===== src/spi_core_defs.svh =====
// serial port core constants: field widths, reset values, timing
// assumes inclusion by bare name from design files
`ifndef SPI_CORE_DEFS_SVH
`define SPI_CORE_DEFS_SVH

`define WORD_BITS          8
`define DIV_BITS           16
`define THR_BITS           3
`define DIV_RESET          16'h0000
`define THR_RESET          3'h1
`define INT_CLK_MHZ        160
`define MASTER_MAX_MBPS    80
`define SLAVE_MAX_MBPS     24
`define EXT_MIN_PHASE_CLKS 3
`define SYNC_STAGES        3
`define FIFO_DEPTH         8
`define ROOM_DEPTH         2

`endif


===== src/spi_core_pkg.sv =====
// serial port core types
// assumes constants come from spi_core_defs.svh
package spi_core_pkg;
    typedef enum logic [1:0] {
        ST_IDLE,
        ST_LEAD,
        ST_SHIFT,
        ST_TRAIL
    } xfer_state_type;

    typedef enum logic {
        FMT_FOUR_WIRE,
        FMT_SYNC_PORT
    } frame_format_type;
endpackage


===== src/spi_word_buffer.sv =====
// two-entry valid/ready buffer for one data word
// assumes single clock, asynchronous active-low reset
`timescale 1ns/1ps
`include "spi_core_defs.svh"
module spi_word_buffer #(
    parameter int WIDTH = `WORD_BITS
) (
    // clock and reset
    input  wire logic             clk_i,
    input  wire logic             rst_n_i,
    // fill side
    input  wire logic             in_valid_i,
    output logic                  in_ready_o,
    input  wire logic [WIDTH-1:0] in_data_i,
    // drain side
    output logic                  out_valid_o,
    input  wire logic             out_ready_i,
    output logic [WIDTH-1:0]      out_data_o
);
    initial begin
        if (WIDTH < 1) begin
            $error("width must be positive");
        end
    end

    logic [WIDTH-1:0] mem_ff [2];
    logic             wptr_ff;
    logic             rptr_ff;
    logic [1:0]       cnt_ff;
    wire              push = in_valid_i && in_ready_o;
    wire              pop  = out_valid_o && out_ready_i;

    assign in_ready_o  = (cnt_ff != 2'h2);
    assign out_valid_o = (cnt_ff != 2'h0);
    assign out_data_o  = mem_ff[rptr_ff];

    always_ff @(posedge clk_i or negedge rst_n_i) begin
        if (!rst_n_i) begin
            wptr_ff <= 1'b0;
            rptr_ff <= 1'b0;
            cnt_ff  <= 2'h0;
        end else begin
            if (push) begin
                wptr_ff <= ~wptr_ff;
            end
            if (pop) begin
                rptr_ff <= ~rptr_ff;
            end
            if (push && !pop) begin
                cnt_ff <= cnt_ff + 2'h1;
            end else if (pop && !push) begin
                cnt_ff <= cnt_ff - 2'h1;
            end
        end
    end

    always_ff @(posedge clk_i) begin
        if (push) begin
            mem_ff[wptr_ff] <= in_data_i;
        end
    end
endmodule


===== src/spi_master_slave_core.sv =====
// serial port controller, master or slave, fifo-backed word stream
// assumes clk_i is the internal port clock; pins enter asynchronously
`timescale 1ns/1ps
`include "spi_core_defs.svh"
module spi_master_slave_core #(
    parameter int W     = `WORD_BITS,
    parameter int DEPTH = `FIFO_DEPTH
) (
    // clock and reset
    input  wire logic                   clk_i,
    input  wire logic                   rst_n_i,
    // configuration
    input  wire logic                   enable_i,
    input  wire logic                   master_i,
    input  wire logic                   full_duplex_i,
    input  wire logic                   lsb_first_i,
    input  wire logic                   sync_format_i,
    input  wire logic                   ext_clock_i,
    input  wire logic                   clock_idle_polarity_i,
    input  wire logic                   clock_phase_select_i,
    input  wire logic [`DIV_BITS-1:0]   serial_clock_divider_i,
    input  wire logic [`THR_BITS-1:0]   tx_threshold_i,
    input  wire logic [`THR_BITS-1:0]   rx_threshold_i,
    input  wire logic [3:0]             int_enable_i,
    // data register access
    input  wire logic                   data_wr_i,
    input  wire logic [W-1:0]           data_wdata_i,
    output logic                        data_wready_o,
    input  wire logic                   data_rd_i,
    output logic                        data_rvalid_o,
    output logic [W-1:0]                data_rdata_o,
    input  wire logic                   status_clear_i,
    // status, interrupt, dma
    output logic [3:0]                  int_status_o,
    output logic                        irq_o,
    output logic                        tx_dma_req_o,
    output logic                        rx_dma_req_o,
    output logic                        busy_o,
    // serial pins
    output logic                        serial_clock_o,
    output logic                        serial_clock_oe_o,
    output logic                        serial_data_o,
    input  wire logic                   serial_data_i,
    input  wire logic                   external_serial_clock_in_i,
    input  wire logic                   chip_select_low_i,
    output logic                        chip_select_low_o
);
    initial begin
        if (W < 2 || W > 32 || DEPTH < 2 || DEPTH > 64) begin
            $error("unsupported width or depth");
        end
    end

    localparam int AW = $clog2(DEPTH);

    // pin synchronisers, three stages
    logic [2:0] sck_sync_ff;
    logic [2:0] cs_sync_ff;
    logic [2:0] din_sync_ff;
    logic       sck_ff;
    logic       cs_n_ff;

    // fifos
    logic [W-1:0]  tx_mem_ff [DEPTH];
    logic [W-1:0]  rx_mem_ff [DEPTH];
    logic [AW:0]   tx_wp_ff;
    logic [AW:0]   tx_rp_ff;
    logic [AW:0]   rx_wp_ff;
    logic [AW:0]   rx_rp_ff;
    logic [W-1:0]  last_tx_ff;

    // engine
    spi_core_pkg::xfer_state_type state_ff;
    logic [`DIV_BITS-1:0] div_cnt_ff;
    logic                 sclk_ff;
    logic [W-1:0]         tx_sh_ff;
    logic [W-1:0]         rx_sh_ff;
    logic [5:0]           bit_cnt_ff;
    logic                 rx_phase_ff;
    logic                 cs_out_ff;
    logic                 dout_ff;
    logic [3:0]           int_status_ff;
    logic                 sck_prev_ff;

    wire [AW:0] tx_level = tx_wp_ff - tx_rp_ff;
    wire [AW:0] rx_level = rx_wp_ff - rx_rp_ff;
    wire        tx_empty = (tx_level == '0);
    wire        tx_full  = (tx_level == (AW+1)'(DEPTH));
    wire        rx_empty = (rx_level == '0);
    wire        rx_full  = (rx_level == (AW+1)'(DEPTH));

    wire        use_sync  = sync_format_i && !master_i;
    wire        same_pp   = (clock_idle_polarity_i == clock_phase_select_i);
    wire        idle_lvl  = use_sync ? 1'b0 : clock_idle_polarity_i;
    wire        msb_first = use_sync || !lsb_first_i;
    wire        last_bit  = (bit_cnt_ff == 6'(W - 1));

    wire        sck_rise   = sck_ff && !sck_prev_ff;
    wire        sck_fall   = !sck_ff && sck_prev_ff;
    wire        samp_rise  = use_sync || same_pp;
    wire        ext_sample = samp_rise ? sck_rise : sck_fall;
    wire        ext_drive  = samp_rise ? sck_fall : sck_rise;

    wire        div_tick   = (div_cnt_ff >= serial_clock_divider_i);
    wire        int_next   = ~sclk_ff;
    wire        int_sample = div_tick && (samp_rise ? int_next : sclk_ff);
    wire        int_drive  = div_tick && !int_sample;
    wire        use_ext    = !master_i || ext_clock_i;
    wire        sample_ev  = use_ext ? ext_sample : int_sample;
    wire        drive_ev   = use_ext ? ext_drive : int_drive;

    wire        slave_sel  = !master_i && enable_i && !cs_n_ff;
    wire        tx_active  = full_duplex_i || (master_i ? !rx_phase_ff
                                                        : rx_phase_ff);
    wire        rx_active  = full_duplex_i || (master_i ? rx_phase_ff
                                                        : !rx_phase_ff);
    wire        word_done  = (state_ff == spi_core_pkg::ST_SHIFT)
                             && sample_ev && last_bit;
    wire        start_ok   = master_i ? (enable_i && (!tx_empty ||
                                         rx_phase_ff))
                                      : slave_sel;
    wire        load_tx    = (state_ff == spi_core_pkg::ST_IDLE) && start_ok
                             && tx_active;
    wire        rx_push    = word_done && rx_active && !rx_full;
    wire        rx_ovf     = word_done && rx_active && rx_full;
    wire        tx_under   = load_tx && tx_empty;
    wire        tx_pop     = load_tx && !tx_empty;
    wire        host_pop   = data_rd_i && !rx_empty;
    wire        host_push  = data_wr_i && !tx_full;
    wire [W-1:0] tx_word   = tx_empty ? last_tx_ff : tx_mem_ff[tx_rp_ff[AW-1:0]];
    wire [W-1:0] rx_word   = msb_first ? {rx_sh_ff[W-2:0], din_sync_ff[2]}
                                       : {din_sync_ff[2], rx_sh_ff[W-1:1]};
    wire        out_bit    = msb_first ? tx_sh_ff[W-1] : tx_sh_ff[0];
    wire [W-1:0] tx_shift  = msb_first ? {tx_sh_ff[W-2:0], 1'b0}
                                       : {1'b0, tx_sh_ff[W-1:1]};
    wire        tx_thr     = (tx_level <= (AW+1)'(tx_threshold_i));
    wire        rx_thr     = (rx_level >= (AW+1)'(rx_threshold_i)) && !rx_empty;
    wire [3:0]  int_events = {rx_thr, tx_thr, rx_ovf, tx_under};

    // stall-free delivery of received words
    logic buf_in_ready;
    spi_word_buffer #(
        .WIDTH(W)
    ) u_rx_buf (
        .clk_i      (clk_i),
        .rst_n_i    (rst_n_i),
        .in_valid_i (host_pop),
        .in_ready_o (buf_in_ready),
        .in_data_i  (rx_mem_ff[rx_rp_ff[AW-1:0]]),
        .out_valid_o(data_rvalid_o),
        .out_ready_i(1'b1),
        .out_data_o (data_rdata_o)
    );

    // outputs
    assign data_wready_o     = !tx_full;
    assign serial_clock_o    = sclk_ff;
    assign serial_clock_oe_o = master_i && enable_i && !ext_clock_i;
    assign serial_data_o     = dout_ff;
    assign chip_select_low_o = cs_out_ff;
    assign int_status_o      = int_status_ff;
    assign irq_o             = |(int_status_ff & int_enable_i);
    assign tx_dma_req_o      = enable_i && tx_thr;
    assign rx_dma_req_o      = enable_i && rx_thr;
    assign busy_o            = (state_ff != spi_core_pkg::ST_IDLE);

    always_ff @(posedge clk_i or negedge rst_n_i) begin
        if (!rst_n_i) begin
            sck_sync_ff <= 3'h0;
            cs_sync_ff  <= 3'h7;
            din_sync_ff <= 3'h0;
            sck_ff      <= 1'b0;
            cs_n_ff     <= 1'b1;
            sck_prev_ff <= 1'b0;
        end else begin
            sck_sync_ff <= {sck_sync_ff[1:0], external_serial_clock_in_i};
            cs_sync_ff  <= {cs_sync_ff[1:0], chip_select_low_i};
            din_sync_ff <= {din_sync_ff[1:0], serial_data_i};
            if (sck_sync_ff[1] == sck_sync_ff[2]) begin
                sck_ff <= sck_sync_ff[2];
            end
            if (cs_sync_ff[1] == cs_sync_ff[2]) begin
                cs_n_ff <= cs_sync_ff[2];
            end
            sck_prev_ff <= sck_ff;
        end
    end

    always_ff @(posedge clk_i or negedge rst_n_i) begin
        if (!rst_n_i) begin
            tx_wp_ff <= '0;
            tx_rp_ff <= '0;
            rx_wp_ff <= '0;
            rx_rp_ff <= '0;
        end else begin
            tx_wp_ff <= tx_wp_ff + (AW+1)'(host_push);
            tx_rp_ff <= tx_rp_ff + (AW+1)'(tx_pop);
            rx_wp_ff <= rx_wp_ff + (AW+1)'(rx_push);
            rx_rp_ff <= rx_rp_ff + (AW+1)'(host_pop && buf_in_ready);
        end
    end

    always_ff @(posedge clk_i) begin
        if (host_push) begin
            tx_mem_ff[tx_wp_ff[AW-1:0]] <= data_wdata_i;
        end
        if (rx_push) begin
            rx_mem_ff[rx_wp_ff[AW-1:0]] <= rx_word;
        end
    end

    always_ff @(posedge clk_i or negedge rst_n_i) begin
        if (!rst_n_i) begin
            int_status_ff <= 4'h0;
        end else if (status_clear_i) begin
            int_status_ff <= int_events;
        end else begin
            int_status_ff <= int_status_ff | int_events;
        end
    end

    // transfer engine
    always_ff @(posedge clk_i or negedge rst_n_i) begin
        if (!rst_n_i) begin
            state_ff    <= spi_core_pkg::ST_IDLE;
            div_cnt_ff  <= `DIV_RESET;
            sclk_ff     <= 1'b0;
            tx_sh_ff    <= '0;
            rx_sh_ff    <= '0;
            bit_cnt_ff  <= 6'h00;
            rx_phase_ff <= 1'b0;
            cs_out_ff   <= 1'b1;
            dout_ff     <= 1'b0;
            last_tx_ff  <= '0;
        end else begin
            div_cnt_ff <= div_tick ? `DIV_RESET : div_cnt_ff + 16'h0001;
            case (state_ff)
                spi_core_pkg::ST_IDLE: begin
                    sclk_ff <= idle_lvl;
                    bit_cnt_ff <= 6'h00;
                    if (!enable_i) begin
                        rx_phase_ff <= 1'b0;
                        cs_out_ff   <= 1'b1;
                    end else if (start_ok) begin
                        tx_sh_ff   <= tx_active ? tx_word : '0;
                        if (tx_pop) begin
                            last_tx_ff <= tx_word;
                        end
                        cs_out_ff  <= !master_i;
                        state_ff   <= spi_core_pkg::ST_LEAD;
                    end
                end
                spi_core_pkg::ST_LEAD: begin
                    dout_ff <= tx_active ? out_bit : 1'b0;
                    if (div_tick || use_ext) begin
                        state_ff <= spi_core_pkg::ST_SHIFT;
                    end
                end
                spi_core_pkg::ST_SHIFT: begin
                    if (!use_ext && div_tick) begin
                        sclk_ff <= int_next;
                    end
                    if (!master_i && !slave_sel) begin
                        state_ff <= spi_core_pkg::ST_IDLE;
                    end else if (sample_ev) begin
                        rx_sh_ff   <= rx_word;
                        tx_sh_ff   <= tx_shift;
                        bit_cnt_ff <= bit_cnt_ff + 6'h01;
                        if (last_bit) begin
                            state_ff <= spi_core_pkg::ST_TRAIL;
                        end
                    end else if (drive_ev && bit_cnt_ff != 6'h00) begin
                        dout_ff <= tx_active ? out_bit : 1'b0;
                    end
                end
                spi_core_pkg::ST_TRAIL: begin
                    if (!use_ext && div_tick) begin
                        sclk_ff <= idle_lvl;
                    end
                    if (div_tick || use_ext) begin
                        if (!full_duplex_i) begin
                            rx_phase_ff <= ~rx_phase_ff;
                        end
                        if (master_i && tx_empty && !(rx_phase_ff == 1'b0
                                && !full_duplex_i)) begin
                            cs_out_ff <= 1'b1;
                        end
                        state_ff <= spi_core_pkg::ST_IDLE;
                    end
                end
                default: begin
                    state_ff <= spi_core_pkg::ST_IDLE;
                end
            endcase
        end
    end
endmodule


===== config.mk =====
export PLATFORM = sky130hd
export DESIGN_NAME = spi_master_slave_core
export DESIGN_NICKNAME = d
export VERILOG_FILES = /design/src/spi_core_pkg.sv /design/src/spi_word_buffer.sv /design/src/spi_master_slave_core.sv
export VERILOG_INCLUDE_DIRS = /design/src
export SDC_FILE = /design/constraint.sdc
export NUM_CORES = 1
export LEC_CHECK = 0
export BUFFER_PORTS_ARGS = -buffer_cell sky130_fd_sc_hd__buf_2
export CAP_MARGIN = 20
export CORE_UTILIZATION = 45
export CTS_CLUSTER_SIZE = 10
export DETAILED_ROUTE_END_ITERATION = 8
export PLACE_DENSITY = 0.73
export SLEW_MARGIN = 20
export SYNTH_ARGS = -nofsm -noshare
export SYNTH_HDL_FRONTEND = slang
export SYNTH_SLANG_ARGS = --single-unit

===== constraint.sdc =====
create_clock -name clk_i -period 4.2 [get_ports clk_i]
set_clock_uncertainty 0.1 [all_clocks]
set_input_delay 0 -clock clk_i [delete_from_list [all_inputs] [get_ports clk_i]]
set_output_delay 0 -clock clk_i [all_outputs]
set_load 0.1 [all_outputs]

* Word-level counts from Yosys, hierarchy flattened
Memories as Yosys holds them, arrays and structs flattened.
Index checks and enable logic that the tools add are counted.
** Word-level totals
- Bits in registers :: 88
- RAM bits :: 144
- Output and inout bits :: 22
- Logic and storage cells :: 209
- Memories kept :: 3
** Operators by class
- Add/subtract/negate cells :: 10
- Magnitude comparators :: 3
- Equality and inequality tests :: 26
- Mux-type cells :: 57
- Bitwise logic cells :: 7
- Reductions and logical operators :: 79
** Memories
- rx_mem_ff :: words 8, bits a word 8, read ports 1, clocked after memory_dff 0, write ports 1, RTL line spi_master_slave_core.sv:65 : logic [W-1:0] rx_mem_ff [DEPTH];
- tx_mem_ff :: words 8, bits a word 8, read ports 1, clocked after memory_dff 0, write ports 1, RTL line spi_master_slave_core.sv:64 : logic [W-1:0] tx_mem_ff [DEPTH];
- u_rx_buf.mem_ff :: words 2, bits a word 8, read ports 1, clocked after memory_dff 0, write ports 1, RTL line spi_word_buffer.sv:26 : logic [WIDTH-1:0] mem_ff [2];
** Operators with widths (count)
- $mux W8 :: 8
- $logic_and A1 B1 Y1 :: 33
- $mux W1 :: 29
- $ne A2 B2 Y1 const B :: 12
- $logic_not A1 Y1 :: 18
- $mux W2 :: 9
- $add A16 B1 Y16 const B :: 1
- $add A4 B1 Y4 :: 4
- $ge A16 B16 Y1 :: 1
- $mux W16 :: 1
- $pmux W8 S2 :: 1
- $reduce_and A4 Y1 :: 4
- $mux W6 :: 2
- $pmux W6 S2 :: 1
- $reduce_bool A2 Y1 :: 6
- $reduce_and A3 Y1 :: 3
- $eq A4 B4 Y1 const B :: 2
- $logic_not A4 Y1 :: 2
- $pmux W2 S4 :: 1
- $sub A4 B4 Y4 :: 2
- $logic_or A1 B1 Y1 :: 7
- $add A6 B1 Y6 const B :: 1
- $eq A6 B3 Y1 const B :: 1
- $ne A3 B2 Y1 const B :: 2
- 21 further kinds :: 31

* Logic depth before layout (Yosys ltp)
- Depth in word-level cells :: 13
- Gate-level depth with buffers :: 13
- Gate-level depth less buffers :: 11

* Hierarchy
A second synthesis with hierarchy kept.
** Second synthesis, totals
- Cells, all modules :: 757
- Area, all modules :: 10684.0 um2
** By module, submodules not included
- spi_master_slave_core :: times used 1, cells each 714, area an instance 9897.0 um2
- spi_word_buffer :: times used 1, cells each 43, area an instance 787.0 um2

* Worst setup path after synthesis
OpenSTA, ideal clock, no wires.
- Path type :: register to output
- Start :: register tx_rp_ff[1]
- End :: output port tx_dma_req_o
- Data arrival time :: 4442 ps
- Required time :: 4100 ps
- Path slack :: -342 ps
- Stages on the path, launching flop included :: 10
- Path through :: dfrtp_1 > clkbuf_1 > clkbuf_1 > inv_1 > fa_1 > ha_1 > a21o_1 > a21oi_1 > a31oi_1 > nor3b_1
** On the way
- Word-level cells in the longest chain between the ends :: 3
** Ends and longest elaborated chain
- from (decl) :: RTL line spi_master_slave_core.sv:67 : logic [AW:0] tx_rp_ff;
- from (signal assigned) :: RTL line spi_master_slave_core.sv:197 : tx_rp_ff <= tx_rp_ff + (AW+1)'(tx_pop);
- $sub A4 B4 Y4 :: RTL line spi_master_slave_core.sv:85 : wire [AW:0] tx_level = tx_wp_ff - tx_rp_ff;
- $le A4 B3 Y1 :: RTL line spi_master_slave_core.sv:136 : wire tx_thr = (tx_level <= (AW+1)'(tx_threshold_i));
- $logic_and A1 B1 Y1 :: RTL line spi_master_slave_core.sv:163 : assign tx_dma_req_o = enable_i && tx_thr;
- to (decl) :: RTL line spi_master_slave_core.sv:36 : output logic tx_dma_req_o,
Every way passes these cells.

* Worst setup path in the final report
- Start :: register tx_rp_ff[2]
- End :: register cs_out_ff, in the netlist chip_select_low_o
** On the way
- Word-level cells in the longest chain between the ends :: 8
- Elaborated cells between the ends (all ways) :: 11
** Ends and longest elaborated chain
- $sub A4 B4 Y4 * :: RTL line spi_master_slave_core.sv:85
- $logic_not A4 Y1 * :: RTL line spi_master_slave_core.sv:87 : wire tx_empty = (tx_level == '0);
- $logic_not A1 Y1 :: RTL line spi_master_slave_core.sv:119 : wire start_ok = master_i ? (enable_i && (!tx_empty ||
- $logic_or A1 B1 Y1 :: RTL line spi_master_slave_core.sv:119
- $logic_and A1 B1 Y1 :: RTL line spi_master_slave_core.sv:119
- $mux W1 :: RTL line spi_master_slave_core.sv:119
- $ne A3 B3 Y1 (no source line)
- $reduce_and A4 Y1 (no source line) *
- to (signal assigned) :: RTL line spi_master_slave_core.sv:249 : cs_out_ff <= !master_i;
- to (decl) :: RTL line spi_master_slave_core.sv:80 : logic cs_out_ff;
Mark *: on every way between the ends. The rest lies on a longest branch, timed or not.
A chain may end at the register's enable or synchronous reset.

==> metrics.cfg <==
[timing]
fmax_mhz = 283
worst_pin_slew_ps = 779
setup_violations = 0
finalHoldViolCount = 0
fin_hold_ws_ps = 24.7
rsz0062_at_grt = no
fin_crit_ps = 3540
fin_crit_sh_pct = 84.2
maxSlewViolCount = 0
fin_setup_tns_ps = 0
slew_headroom_pct = 47.9

[clocking]
clk_pin_slew_ps = 60
tritoncts = done
cts.sinks = 232
cts_htree_levels = 1
post_cts_resized = 0
numCtsBuffers = 27
worst_skew_pair.late_latency_ps = 540
cts_buffer_depth = 3
root_buffer = clkbuf_16
postCtsSetupBuffers = 0

[grt]
grt_pass1_wl_um = 33200
grt_util_met1_pct = 22.5
met2_usage_pct = 31.0
gr-total-overflow = 0
grt_pass1_vias = 6484
grt_antenna_before_repair = 1
gr-usage-all-layers_pct = 17.5
use_met3_pct = 2.58
grt_max_degree = 47
top_usage_layer = met2

[worst_hold_path]
min_path_type = input port to register
hold_depth = 2
min_from = chip_select_low_i
hold_path_end = cs_sync_ff[0]$_DFF_PN1_

[die]
die_area_sq_um = 23900
die_w_um = 154
die_y_um = 154
rows = 55
fp.coreArea_sq_um = 22700
start_util_pct = 46.1
ios = 72

[status]
outcome = complete, no violations

[power_and_ir_drop]
power_mw = 7.43
swShare_pct = 34.0
internal_power_mw = 4.90
combPwrFrac_pct = 30.9
powerDensity_nw_per_um2 = 603
ir_drop_v = 0.000367
cellLeakagePower_nw = 5.05
p_sw_mw = 2.52
p_seq_share_pct = 40.7
p_clk_share_pct = 28.4

[logic_synthesis]
synthArstFlopShare_pct = 37.9
synth_edf_count = 144
synthesis.instances = 757
ys_ff_latch = 232
ys.flop_type = edfxtp_1
synth.net_count = 849
yosys_warnings = 0
postSynthAreaPerCell_sq_um = 13.8
mappedNetlistArea_sq_um = 10500
ys_seq_area_share_pct = 62.4
synth_cell_types = 51

[placement]
hpwlAfterDp_um = 13600
gp_congestion = 0.809
port_buffers = 71

[finish]
fill_cells = 1838
final_core_util_pct = 54.3
areaGrowthSynthToFinish_pct = 17.8
drive_gt1_share_pct = 21.9
multi_input_area_sq_um = 3670
seq_area_sq_um = 6530
final_nets = 971
layout_commonest_cell = edfxtp_1
mostFrequentLayoutCells = edfxtp_1, dfrtp_1, nand2_1

[critical_path]
reg2reg_depth = 10
worstReg2RegEnd = chip_select_low_o$_DFFE_PN1P_
cp-end-kind = register
r2r-start = tx_rp_ff[2]$_DFF_PN0_
cp_max_fo = 13
worstPathArrival_ps = 3880
cpPeakStageDelay_ps = 570
crit_chain = clkinv_1 -> ha_1 -> xor2_1 -> nor3b_1 -> o21ai_1 -> buf_4 -> o21ai_0 -> a21oi_1 -> o32a_1 -> dlygate4sd3_1
regToRegSetupSlack_ps = 660
startpoint_type = register
crit_required_ps = 4540
crit_type = register to register
crit_start = tx_rp_ff[2]$_DFF_PN0_
worst_path_max_delay_cell = dlygate4sd3_1

[drt]
vias_per_cell = 5.31
avgRoutedWirePerCell_um = 17.0
num_vias = 6302
drtAntennaViolNets = 0
drc = 0
drt_first_pass_iters = 4
drtIter0Drc = 345
finalWirelength_um = 20200

[flow_run]
cap_violations = 0

## cells in the mapped netlist (all sizes together), types with 7 or more instances
library cell  number  area share (%)
edfxtp           144              41
mux2i             16             1.5
inv               44             1.6
a21oi             20            0.96
mux2              33             3.6
xor2              19             1.6
nor3               8            0.38
nand3             22             1.1
nand2b             8            0.48
o21ai             24             1.1
clkbuf            18            0.65
ha                40             4.8
o22ai              7            0.42
a31oi             11            0.66
mux4              32             6.9
dfrtp             83              20
nor2b              8            0.48
nor3b              8            0.62
nor2              48             1.7
xnor2             16             1.3
nand2             81             2.9
## power by group through the flow
stage          clock network, mW  registers [mW]  logic [mW]
2_1_floorplan                  0            3.11        1.66
3_3_place_gp                   0            3.05        2.19
3_5_place_dp                   0            3.06        2.24
4_1_cts                     2.15            3.02        2.32
5_1_grt                     2.25            3.06        2.51
6_report                    2.11            3.02        2.30
## kinds of logic (layout without fill, tap and decap cells)
kind of cell	after synthesis	in the layout	share of synthesized area [%]
AOI/OAI and AO/OA	92	92	5.84
and+or+nand+nor	203	203	8.89
muxes	81	81	12.0
DFF	232	232	62.4
other	0	1	0
xor gates and xnor gates	35	35	2.93
buffers and inverters	70	213	2.57
adders and majority gates	44	44	5.36
## through the flow
stage          setup slack, ps  area, sq um  cells
6_report                   662        12300   1186
5_1_grt                    421        12300   1186
4_1_cts                    622        12300   1185
3_5_place_dp               651        11200   1106
3_3_place_gp               784        11200   1106
2_1_floorplan              636        10500    757
## metal layers
layer / vias to the layer above / wire (um)
met1: 3138 / 8870
met4: 0 / 316
met3: 26 / 717
li1: 3029 / -
met5: - / 0
met2: 109 / 10300
## sequential cells by signal, indices dropped and copies added, names as in the netlist, 6 cells and up
register	cells
bit_cnt_ff	6
div_cnt_ff	16
last_tx_ff	8
rx_mem_ff	64
rx_sh_ff	8
tx_mem_ff	64
tx_sh_ff	8
u_rx_buf.mem_ff	16
## how the worst max path moves through the flow
stage	end	cells past startpoint	slack, ps
floorplan	tx_dma_req_o	9	640
global placement	tx_mem_ff[4][6]$_DFFE_PP_	9	780
detailed placement	rx_mem_ff[1][3]$_DFFE_PP_	7	650
CTS	rx_mem_ff[1][3]$_DFFE_PP_	7	620
global route	tx_mem_ff[4][7]$_DFFE_PP_	9	420
finish	chip_select_low_o$_DFFE_PN1P_	10	660
## critical path, delay by kind of cell, from the launching register on
family                   cells  cell delay (ps)
AND/OR/NAND/NOR              1              300
flip-flops                   1              550
XOR/XNOR                     1              170
adder cells (fa/ha/maj)      1              390
buffers and inverters        3             1110
AO/OA/AOI/OAI                4              850
## cell type report
| cell class | instances | area share (%) |
|---|---|---|
| multi-input cells | 455 | 29.8 |
| inverters | 46 | 1.40 |
| repair buffers | 117 | 6.38 |
| flip-flops and latches | 232 | 53.0 |
| well taps | 285 | 2.89 |
| clock inverters | 1 | 0.162 |
| diodes | 1 | 0.0203 |
| clock buffers | 49 | 6.32 |
## timing repair
| action | CTS | global route |
|---|---|---|
| setup endpoints to repair | 0 | 0 |
| hold endpoints to repair | 121 | 0 |
| hold buffers | 29 | 0 |
Note: power is estimated with default switching activity, not from simulation.
